$ cat src/logic/wwdt_pkg.sv
/*
 Shared constants and carriers of the windowed watchdog.
 Assumes a single 100 MHz clock and an APB-style register port.
*/
package wwdt_pkg;
   localparam int unsigned AW       = 12;
   localparam int unsigned DW       = 32;
   localparam int unsigned CW       = 24;
   localparam int unsigned WARN_W   = 10;
   localparam int unsigned MODE_W   = 6;

   localparam logic [AW-1:0] OFS_MODE   = 12'h000;
   localparam logic [AW-1:0] OFS_RELOAD = 12'h004;
   localparam logic [AW-1:0] OFS_FEED   = 12'h008;
   localparam logic [AW-1:0] OFS_COUNT  = 12'h00C;
   localparam logic [AW-1:0] OFS_RSVD   = 12'h010;
   localparam logic [AW-1:0] OFS_WARN   = 12'h014;
   localparam logic [AW-1:0] OFS_WIN    = 12'h018;

   localparam int unsigned B_RUN   = 0;
   localparam int unsigned B_RSTEN = 1;
   localparam int unsigned B_TOF   = 2;
   localparam int unsigned B_WARNF = 3;
   localparam int unsigned B_PROT  = 4;
   localparam int unsigned B_LOCK  = 5;

   localparam logic [CW-1:0]     RST_RELOAD = 24'h0000FF;
   localparam logic [CW-1:0]     MIN_RELOAD = 24'h0000FF;
   localparam logic [CW-1:0]     RST_COUNT  = 24'h0000FF;
   localparam logic [CW-1:0]     RST_WIN    = 24'hFFFFFF;
   localparam logic [WARN_W-1:0] RST_WARN   = 10'h000;

   localparam logic [7:0] FEED_KEY1 = 8'hAA;
   localparam logic [7:0] FEED_KEY2 = 8'h55;

   localparam int unsigned PRESCALE_DIV = 4;

   typedef struct packed {
      logic          psel;
      logic          penable;
      logic          pwrite;
      logic [AW-1:0] paddr;
      logic [DW-1:0] pwdata;
   } apb_req_t;

   typedef struct packed {
      logic [DW-1:0] prdata;
      logic          pready;
      logic          pslverr;
   } apb_rsp_t;

   typedef struct packed {
      logic lock;
      logic prot;
      logic rst_en;
      logic run;
   } mode_bits_t;
endpackage

$ cat src/logic/windowed_watchdog_regs.sv
/*
 Windowed watchdog: register file, feed checking and event logic.
 Assumes an APB slave port with zero wait states on clk, and a
 counting enable from power control that may come from another domain.
*/
// Overview of operation
// RULE1 - Seven word slots decoded from the base; the code decodes six, and the reserved slot at 0x010 answers with an error
// RULE2 - Two-key feed reloads counter from reload constant
// RULE3 - Mode writes act only after next feed
// RULE4 - Run enable sets once, starts on feed
// RULE5 - Reset enable sets once, gates chip reset
// RULE6 - Timeout, feed error, protection set timeout flag
// RULE7 - Timeout flag with reset enable requests reset
// RULE8 - Timeout flag cleared only by writing zero
// RULE9 - Protected reload write sets timeout flag
// RULE10 - Warning flag set on warning compare match
// RULE11 - Warning flag cleared by reset or zero
// RULE12 - Protection allows reload change below both compares
// RULE13 - Protection sets once, cleared only by reset
// RULE14 - Lock bit drives oscillator lock, set once
// RULE15 - Watchdog reset clears run, reset, protection
// RULE16 - Reload constant 24 bits, resets to minimum
// RULE17 - Counter value readable, resets to minimum
// RULE18 - Window compare resets to all ones
// RULE19 - Warning compare is read-write, resets zero
// RULE20 - Mode used bits reset to zero
// RULE21 - Software writes zeros to reserved bits
// RULE22 - Runs in every state but deepest power-down
// RULE23 - Divide-by-four prescaler, minimum reload enforced
// RULE24 - Warning match on low ten bits, upper zero
// RULE25 - Stray access mid-feed fires event when running
// RULE26 - Early feed in reset mode causes reset
// RULE27 - Interrupt follows warning flag while running
`timescale 1ns/10ps
`default_nettype none
module windowed_watchdog_regs
   import wwdt_pkg::*;
(
   input  wire logic     clk,
   input  wire logic     nrst,
   input  wire apb_req_t apb_i,
   output var  apb_rsp_t apb_o,
   input  wire logic     count_clk_active,
   input  wire logic     deep_powerdown,
   output logic          chip_rst_req,
   output logic          irq_req,
   output logic          osc_lock
);
   logic              acc;
   logic              wr;
   logic              rd_setup;
   logic              hit_mode;
   logic              hit_rel;
   logic              hit_feed;
   logic              hit_count;
   logic              hit_warn;
   logic              hit_win;
   logic              mapped;
   logic              mode_wr;
   logic              rel_wr;
   logic [CW-1:0]     wval;
   logic [CW-1:0]     rel_val;

   mode_bits_t        sh_q;
   mode_bits_t        act_q;
   logic              to_q;
   logic              warn_q;
   logic [CW-1:0]     reload_q;
   logic [WARN_W-1:0] warnc_q;
   logic [CW-1:0]     win_q;
   logic [DW-1:0]     rdata_q;
   logic              ev_q;
   logic              chip_rst_q;
   logic              match_q;
   logic [1:0]        sync1_q;
   logic [1:0]        sync2_q;

   logic              self_rst;
   logic [CW-1:0]     count_q;
   logic              expire;
   logic              armed_q;
   logic              feed_ok;
   logic              feed_bad;
   logic              ferr;
   logic              early;
   logic              prot_ok;
   logic              viol;
   logic              event_w;
   logic              tof_clr;
   logic              warn_clr;
   logic              match;
   logic              cnt_en;
   logic [MODE_W-1:0] mode_rd;
   logic [CW-1:0]     warn_ext;

   // Bus decode; the bus never waits
   assign acc      = apb_i.psel && apb_i.penable;
   assign wr       = acc && apb_i.pwrite;
   assign rd_setup = apb_i.psel && !apb_i.penable && !apb_i.pwrite;

   assign hit_mode  = (apb_i.paddr == OFS_MODE); // [RULE1]
   assign hit_rel   = (apb_i.paddr == OFS_RELOAD); // [RULE1]
   assign hit_feed  = (apb_i.paddr == OFS_FEED); // [RULE1]
   assign hit_count = (apb_i.paddr == OFS_COUNT); // [RULE1]
   assign hit_warn  = (apb_i.paddr == OFS_WARN); // [RULE1]
   assign hit_win   = (apb_i.paddr == OFS_WIN); // [RULE1]
   assign mapped    = hit_mode || hit_rel || hit_feed || hit_count
                      || hit_warn || hit_win;

   assign apb_o = '{prdata: rdata_q, pready: 1'b1, pslverr: acc && !mapped}; // [RULE1]

   assign mode_wr = wr && hit_mode;
   assign rel_wr  = wr && hit_rel;
   assign wval    = apb_i.pwdata[CW-1:0];
   assign rel_val = (wval < MIN_RELOAD) ? MIN_RELOAD : wval; // [RULE23]

   // A watchdog-caused reset is modelled as a one-cycle self clear
   assign self_rst = chip_rst_q;

   // Power-state inputs cross in from clock control
   always_ff @(posedge clk or negedge nrst) begin
      if (!nrst) begin
         sync1_q <= 2'h0;
         sync2_q <= 2'h0;
      end else begin
         sync1_q <= {deep_powerdown, count_clk_active};
         sync2_q <= sync1_q;
      end
   end

   // Counting needs a running timer and a live counting clock
   assign cnt_en = act_q.run && sync2_q[0] && !sync2_q[1]; // [RULE22]

   wdt_counter #(
      .PRE (PRESCALE_DIV)
   ) u_counter (
      .clk      (clk),
      .nrst     (nrst),
      .clr      (self_rst),
      .en       (cnt_en),
      .load     (feed_ok),
      .load_val (reload_q),
      .count_q  (count_q),
      .expire   (expire)
   );

   wdt_feed_seq u_feed (
      .clk      (clk),
      .nrst     (nrst),
      .clr      (self_rst),
      .acc      (acc),
      .feed_wr  (wr && hit_feed),
      .wbyte    (apb_i.pwdata[7:0]),
      .armed_q  (armed_q),
      .feed_ok  (feed_ok),
      .feed_bad (feed_bad)
   );

   // Feed errors are ignored until the timer has been started
   assign ferr  = feed_bad && act_q.run; // [RULE25]
   assign early = feed_ok && act_q.run && act_q.rst_en
                  && (count_q > win_q); // [RULE26]

   assign warn_ext = {{(CW - WARN_W){1'b0}}, warnc_q};
   assign prot_ok  = (count_q < warn_ext) && (count_q < win_q); // [RULE12]
   assign viol     = rel_wr && act_q.prot && !prot_ok; // [RULE9]

   assign event_w  = expire || ferr || early || viol; // [RULE6]
   assign tof_clr  = mode_wr && !apb_i.pwdata[B_TOF];
   assign warn_clr = mode_wr && !apb_i.pwdata[B_WARNF];

   // Bits of the counter above the compare field must be zero
   assign match = act_q.run
                  && (count_q[CW-1:WARN_W] == '0)
                  && (count_q[WARN_W-1:0] == warnc_q); // [RULE24]

   // Written mode bits; set-once, software cannot clear them
   always_ff @(posedge clk or negedge nrst) begin
      if (!nrst) begin
         sh_q <= '0; // [RULE20]
      end else if (self_rst) begin
         sh_q <= '0; // [RULE15] [RULE14]
      end else if (mode_wr) begin
         sh_q.run    <= sh_q.run    | apb_i.pwdata[B_RUN]; // [RULE4]
         sh_q.rst_en <= sh_q.rst_en | apb_i.pwdata[B_RSTEN]; // [RULE5]
         sh_q.prot   <= sh_q.prot   | apb_i.pwdata[B_PROT]; // [RULE13]
         sh_q.lock   <= sh_q.lock   | apb_i.pwdata[B_LOCK]; // [RULE14]
      end
   end

   // Operating copy, refreshed only by a good feed
   always_ff @(posedge clk or negedge nrst) begin
      if (!nrst) begin
         act_q <= '0;
      end else if (self_rst) begin
         act_q <= '0; // [RULE15]
      end else if (feed_ok) begin
         act_q <= sh_q; // [RULE3] [RULE4]
      end
   end

   // Survives a watchdog reset so the cause stays readable
   always_ff @(posedge clk or negedge nrst) begin
      if (!nrst) begin
         to_q <= 1'b0;
      end else if (event_w) begin
         to_q <= 1'b1; // [RULE6] [RULE9]
      end else if (tof_clr) begin
         to_q <= 1'b0; // [RULE8]
      end
   end

   always_ff @(posedge clk or negedge nrst) begin
      if (!nrst) begin
         match_q <= 1'b0;
      end else begin
         match_q <= match;
      end
   end

   // In interrupt mode an event also raises the warning
   always_ff @(posedge clk or negedge nrst) begin
      if (!nrst) begin
         warn_q <= 1'b0;
      end else if (self_rst) begin
         warn_q <= 1'b0; // [RULE11]
      end else if ((match && !match_q)
                   || (event_w && !act_q.rst_en && act_q.run)) begin
         warn_q <= 1'b1; // [RULE10] [RULE24]
      end else if (warn_clr) begin
         warn_q <= 1'b0; // [RULE11]
      end
   end

   // A refused write keeps the old constant
   always_ff @(posedge clk or negedge nrst) begin
      if (!nrst) begin
         reload_q <= RST_RELOAD; // [RULE16]
      end else if (self_rst) begin
         reload_q <= RST_RELOAD;
      end else if (rel_wr && !viol) begin
         reload_q <= rel_val; // [RULE12] [RULE23]
      end
   end

   always_ff @(posedge clk or negedge nrst) begin
      if (!nrst) begin
         warnc_q <= RST_WARN; // [RULE19]
      end else if (self_rst) begin
         warnc_q <= RST_WARN;
      end else if (wr && hit_warn) begin
         warnc_q <= apb_i.pwdata[WARN_W-1:0];
      end
   end

   always_ff @(posedge clk or negedge nrst) begin
      if (!nrst) begin
         win_q <= RST_WIN; // [RULE18]
      end else if (self_rst) begin
         win_q <= RST_WIN;
      end else if (wr && hit_win) begin
         win_q <= wval;
      end
   end

   // Chip reset lands on the second clock after the event
   always_ff @(posedge clk or negedge nrst) begin
      if (!nrst) begin
         ev_q       <= 1'b0;
         chip_rst_q <= 1'b0;
      end else begin
         ev_q       <= event_w && !self_rst;
         chip_rst_q <= ev_q && act_q.rst_en && !chip_rst_q; // [RULE7] [RULE5]
      end
   end

   // Mode reads show the written bits and both flags
   always_comb begin
      mode_rd          = '0;
      mode_rd[B_RUN]   = sh_q.run;
      mode_rd[B_RSTEN] = sh_q.rst_en;
      mode_rd[B_TOF]   = to_q;
      mode_rd[B_WARNF] = warn_q;
      mode_rd[B_PROT]  = sh_q.prot;
      mode_rd[B_LOCK]  = sh_q.lock;
   end

   // Read data is captured in the setup phase; reserved bits read zero
   always_ff @(posedge clk or negedge nrst) begin
      if (!nrst) begin
         rdata_q <= '0;
      end else if (rd_setup) begin
         case (1'b1)
            hit_mode: begin
               rdata_q <= {{(DW - MODE_W){1'b0}}, mode_rd};
            end
            hit_rel: begin
               rdata_q <= {{(DW - CW){1'b0}}, reload_q};
            end
            hit_count: begin
               rdata_q <= {{(DW - CW){1'b0}}, count_q}; // [RULE17]
            end
            hit_warn: begin
               rdata_q <= {{(DW - WARN_W){1'b0}}, warnc_q};
            end
            hit_win: begin
               rdata_q <= {{(DW - CW){1'b0}}, win_q};
            end
            default: begin
               rdata_q <= '0;
            end
         endcase
      end
   end

   assign chip_rst_req = chip_rst_q;
   assign irq_req      = warn_q && act_q.run; // [RULE27]
   assign osc_lock     = act_q.lock; // [RULE14]

   a_tof_on_event: assert property (@(posedge clk) disable iff (!nrst)
      event_w |=> to_q) // [RULE6]
      else $error("Timeout flag not set by an event");

   a_chip_rst_gate: assert property (@(posedge clk) disable iff (!nrst)
      event_w && act_q.rst_en && !ev_q && !chip_rst_q
      |-> ##2 chip_rst_q) // [RULE7]
      else $error("Chip reset missing two cycles after event");

   a_rst_needs_en: assert property (@(posedge clk) disable iff (!nrst)
      chip_rst_q |-> act_q.rst_en) // [RULE5]
      else $error("Chip reset without reset enable");

   a_tof_sticky: assert property (@(posedge clk) disable iff (!nrst)
      to_q && !tof_clr |=> to_q) // [RULE8]
      else $error("Timeout flag dropped without a zero write");

   a_viol_keeps: assert property (@(posedge clk) disable iff (!nrst)
      viol && !self_rst |=> to_q && reload_q == $past(reload_q)) // [RULE12]
      else $error("Protected reload changed or not flagged");

   a_mode_defer: assert property (@(posedge clk) disable iff (!nrst)
      !feed_ok && !self_rst |=> act_q == $past(act_q)) // [RULE3]
      else $error("Mode took effect without a feed");

   a_warn_match: assert property (@(posedge clk) disable iff (!nrst)
      match && !match_q && !self_rst |=> warn_q) // [RULE10]
      else $error("Warning flag missed a compare match");

   a_min_reload: assert property (@(posedge clk) disable iff (!nrst)
      reload_q >= MIN_RELOAD) // [RULE23]
      else $error("Reload constant below the minimum");

   a_feed_err: assert property (@(posedge clk) disable iff (!nrst)
      feed_bad && act_q.run |=> to_q) // [RULE25]
      else $error("Feed error did not set the timeout flag");

   a_irq_follow: assert property (@(posedge clk) disable iff (!nrst)
      warn_clr && !match && !event_w |=> !irq_req) // [RULE27]
      else $error("Interrupt stayed up after the flag was cleared");

endmodule // windowed_watchdog_regs
`default_nettype wire

$ cat src/logic/wdt_counter.sv
/*
 Prescaled 24-bit down-counter of the watchdog.
 Assumes load and enable come from logic on the same clock.
*/
`timescale 1ns/10ps
`default_nettype none
module wdt_counter
   import wwdt_pkg::*;
#(
   parameter int unsigned PRE = PRESCALE_DIV
) (
   input  wire logic          clk,
   input  wire logic          nrst,
   input  wire logic          clr,
   input  wire logic          en,
   input  wire logic          load,
   input  wire logic [CW-1:0] load_val,
   output logic      [CW-1:0] count_q,
   output logic               expire
);
   localparam int unsigned PW = (PRE > 1) ? $clog2(PRE) : 1;
   localparam logic [PW-1:0] PRE_LAST = PW'(PRE - 1);

   logic [PW-1:0] pre_q;
   logic          tick;

   assign tick   = en && (count_q != '0) && (pre_q == PRE_LAST);
   assign expire = tick && (count_q == CW'(1));

   // Fixed divide-by-four ahead of the counter
   always_ff @(posedge clk or negedge nrst) begin
      if (!nrst) begin
         pre_q <= '0;
      end else if (clr || load || tick) begin
         pre_q <= '0; // [RULE23]
      end else if (en && count_q != '0) begin
         pre_q <= pre_q + PW'(1);
      end
   end

   // Holds at zero once expired; only a feed restarts it
   always_ff @(posedge clk or negedge nrst) begin
      if (!nrst) begin
         count_q <= RST_COUNT;
      end else if (clr) begin
         count_q <= RST_COUNT;
      end else if (load) begin
         count_q <= load_val;
      end else if (tick) begin
         count_q <= count_q - CW'(1); // [RULE23]
      end
   end

   a_count_step: assert property (@(posedge clk) disable iff (!nrst)
      tick && !clr && !load |=> count_q == $past(count_q) - CW'(1)) // [RULE23]
      else $error("Counter did not step down by one");

endmodule // wdt_counter
`default_nettype wire

$ cat src/logic/wdt_feed_seq.sv
/*
 Feed sequence tracker: first key, then second key.
 Assumes acc marks each completed register access, one cycle each.
*/
`timescale 1ns/10ps
`default_nettype none
module wdt_feed_seq
   import wwdt_pkg::*;
(
   input  wire logic       clk,
   input  wire logic       nrst,
   input  wire logic       clr,
   input  wire logic       acc,
   input  wire logic       feed_wr,
   input  wire logic [7:0] wbyte,
   output logic            armed_q,
   output logic            feed_ok,
   output logic            feed_bad
);
   logic key1;
   logic key2;

   assign key1     = acc && feed_wr && (wbyte == FEED_KEY1);
   assign key2     = acc && feed_wr && (wbyte == FEED_KEY2);
   assign feed_ok  = armed_q && key2; // [RULE2]
   assign feed_bad = armed_q && acc && !key2; // [RULE25]

   // Any access after the first key ends the sequence
   always_ff @(posedge clk or negedge nrst) begin
      if (!nrst) begin
         armed_q <= 1'b0;
      end else if (clr) begin
         armed_q <= 1'b0;
      end else if (armed_q && acc) begin
         armed_q <= 1'b0;
      end else if (key1) begin
         armed_q <= 1'b1; // [RULE2]
      end
   end

   a_feed_pair: assert property (@(posedge clk) disable iff (!nrst)
      feed_ok |-> $past(key1) || !$past(acc)) // [RULE2]
      else $error("Feed accepted without a leading first key");

endmodule // wdt_feed_seq
`default_nettype wire

$ cat config.mk
export PLATFORM = sky130hd
export DESIGN_NAME = windowed_watchdog_regs
export DESIGN_NICKNAME = d
export VERILOG_FILES = /design/src/logic/wwdt_pkg.sv /design/src/logic/windowed_watchdog_regs.sv /design/src/logic/wdt_counter.sv /design/src/logic/wdt_feed_seq.sv
export SDC_FILE = /design/constraint.sdc
export NUM_CORES = 1
export LEC_CHECK = 0
export BUFFER_PORTS_ARGS = -buffer_cell sky130_fd_sc_hd__buf_2
export CAP_MARGIN = 25
export CELL_PAD_IN_SITES_DETAIL_PLACEMENT = 1
export CELL_PAD_IN_SITES_GLOBAL_PLACEMENT = 1
export CORE_AREA = 2 2 109 153
export CTS_BUF_LIST = sky130_fd_sc_hd__clkbuf_8
export DETAILED_ROUTE_END_ITERATION = 8
export DIE_AREA = 0 0 111 155
export PLACE_DENSITY = 0.88
export SLEW_MARGIN = 20
export SYNTH_ARGS = -nofsm -noshare
export SYNTH_HDL_FRONTEND = slang
export SYNTH_SLANG_ARGS = --single-unit
$ cat constraint.sdc
create_clock -name clk -period 3.66 [get_ports clk]
set_clock_uncertainty 0.1 [all_clocks]
set_input_delay 0.732 -clock clk [delete_from_list [all_inputs] [get_ports clk]]
set_output_delay 0.732 -clock clk [all_outputs]
set_load 0.02 [all_outputs]
==> impl_metrics.yaml <==
outcome:
  status: "completed"
logic_synthesis:
  async_flop_share_pct: 100.0
  netlist-cell-type-count: 60
  yosysMostFrequentCell: "nor2_1"
  ys.flop_type: "dfrtp_1"
  synth.cell_area_sq_um: 7305
  yosysWarnings: 0
  synth.ff_latch_count: 126
  synthCells: 773
  synth_top_area_cell: "dfrtp_1"
  seq_area_frac_synth_pct: 43.85
  netlist.area_leader.share_pct: 29.46
  synth.avg_cell_area_sq_um: 9.450
  synth_common_cells: "nor2_1 (92), dfrtp_1 (86), nand2_1 (82)"
  synth_edf_count: 0
  ys_top_cells_by_area: "dfrtp_1 (29%), dfstp_2 (14%), ha_1 (6.3%)"
drt:
  avgViaCountPerCell: 6.351
  totalWireLength_mm: 24.72
  drc: 0
  routed-via-count: 6713
  antenna_left: 0
  first_pass_iters: 9
  dr.first_iter.drc_count: 511
  wl_per_cell_um: 23.39
critical_path:
  crit_fanout: 7
  worstSetupPathType: "reg -> reg"
  rrSetupSlack_ns: 0.40
  regToRegStartpoint: "win_q[22]"
  cp_slowest_cell: "dfstp_2"
  crit_buf_inv: 2
  critPathRequiredTime_ns: 3.93
  reg2regPathDepth: 9
  path_cells: "inv_1 > ha_1 > a21oi_1 > a21boi_0 > a2111o_1 > a211o_1 > o41ai_4 > buf_6 > mux2i_1"
  cp-end-kind: "register"
  start_kind: "register"
  r2r_end: "reload_q[6]"
  critPathMaxStageDelay_ns: 0.54
  worst_ep_arrival_time_ns: 3.53
  crit_family: "compound AO/OA/AOI/OAI gates"
timing:
  finalSetupTns_ns: 0
  fmax_mhz: 306.9
  rsz0062_at_grt: "no"
  timing_worst_slew_pin_value_ns: 0.7702
  hold_viol_final: 0
  whs_ns: 0.2053
  slew_headroom_pct: 48.50
  fin_crit_sh_pct: 89.04
  min_period_ns: 3.259
  setup_viol: 0
  slew_viol_final: 0
floorplanning:
  coreArea_sq_um: 15900
  start_util_pct: 45.95
  die_area_sq_um: 17210
  std_cell_rows: 55
  ioPinCount: 88
  die_y_um: 155
  dieWidth_um: 111
placed_design:
  finalWeightedCongestion: 0.9477
  io_buffers: 70
  dpl.hpwl_mm: 16.86
  placed_cells: 1025
clock_network:
  clk_latency_ns: 0.47
  postCtsSetupBuffers: 0
  h-tree-depth: 4
  cts_tree: "yes"
  cts_buffers: 17
  cts_root_buffer: "clkbuf_8"
  post_cts_resized: 0
  cts_sinks: 126
  clkTransAtPathRegs_ns: 0.08
  holdBufCountCts: 0
  clock_path_buffers: 2
grt:
  grt_pass1_vias: 7357
  grtUsageTotal_pct: 29.75
  antenna_found_initial: 0
  grt_first_pass_wirelength_mm: 39.96
  gr-total-overflow: 0
  grt_max_degree: 55
flow_run:
  maxCapViolations: 0
final_layout:
  syn2layout_area_growth_pct: 14.17
  fill_cells: 1895
  nNetsFinal: 933
  stdcell_count: 1057
  diodes: 0
  drive_gt1_share_pct: 23.78
power_and_ir_drop:
  vdd_drop_max_uv: 184.4
  power_density_nw_per_um2: 358.0
  p_leak_nw: 3.582
worst_hold_path:
  hp-class: "in -> async"
worst max path at each step:
stage               from               endpoint  cells after the start
2_1_floorplan  apb_i[39]  u_counter.count_q[13]                      8
4_1_cts        win_q[22]            reload_q[8]                      9
6_report       win_q[22]            reload_q[6]                      9
3_5_place_dp   apb_i[33]   u_counter.count_q[9]                      8
5_1_grt        apb_i[33]   u_counter.count_q[9]                      8
3_3_place_gp   apb_i[39]           reload_q[21]                      8
sequential cells by signal (all words and copies together) (netlist names):
signal / flops
sync2_q: 2
ev_q: 1
match_q: 1
rdata_q: 24
u_counter.pre_q: 2
osc_lock: 1
act_q: 3
to_q: 1
warnc_q: 10
sync1_q: 2
mode_rd: 4
reload_q: 24
u_counter.count_q: 24
warn_q: 1
chip_rst_req: 1
win_q: 24
u_feed.armed_q: 1
metal layers:
layer,global-route usage (%),up-vias,share of wire (%)
met1,33.22,3366,36
met3,4.986,105,5.8
li1,-,2943,-
met4,18.33,0,6.1
met2,52.88,299,52
met5,0,-,0
cells in the final DEF, fill, tap and decap left out, drive strengths merged, types with 25 or more instances in the layout:
master    n
buf     102
nand2    82
mux2i    35
a21oi    39
o211ai   25
nor2     92
dfrtp    86
dfstp    40
inv      46
ha       37
final cells by class:
class | count | area (sq um) | share of cell area [%]
multi-input cells | 556 | 3722 | 44.64
flip-flops and latches | 126 | 3204 | 38.42
repair buffers | 102 | 609.3 | 7.307
well taps | 199 | 249.0 | 2.986
clock buffers | 17 | 234.0 | 2.806
clock inverters | 15 | 162.7 | 1.950
inverters | 42 | 157.7 | 1.890
power by group:
part / switching, mW / total (mW) / internal, mW
Combinational: 0.184 / 0.267 / 0.0829
Clock: 0.642 / 1.26 / 0.615
Sequential: 0.0228 / 1.46 / 1.44
stage by stage:
step / instance area (sq um) / worst slack [ns] / total power, mW / utilization [%]
floorplan: 7331 / 0.6092 / 1.619 / -
global placement: 7931 / 0.05903 / 1.745 / 49.89
detailed placement: 7943 / 0.06702 / 1.757 / 49.96
CTS: 8339 / 0.4332 / 3.002 / 52.46
global route: 8339 / 0.3022 / 3.090 / 52.46
finish: 8339 / 0.4011 / 2.985 / 52.46
cell families after synthesis:
family	after synthesis	share of synthesized area (%)
AO/OA/AOI/OAI	161	16.94
multiplexers	35	4.796
adder cells (fa/ha/maj)	37	6.338
buffers and inverters	98	5.824
XOR/XNOR	17	2.038
other	2	0.1028
flip-flops	126	43.85
AND/OR/NAND/NOR	297	20.11
worst register-to-register path: stages, from the launching register on:
cell	delay, ns
dfstp_2	0.54
inv_1	0.06
ha_1	0.33
a21oi_1	0.20
a21boi_0	0.17
a2111o_1	0.41
a211o_1	0.32
o41ai_4	0.52
buf_6	0.25
mux2i_1	0.26
No activity file was read; power rests on OpenSTA's default activity.
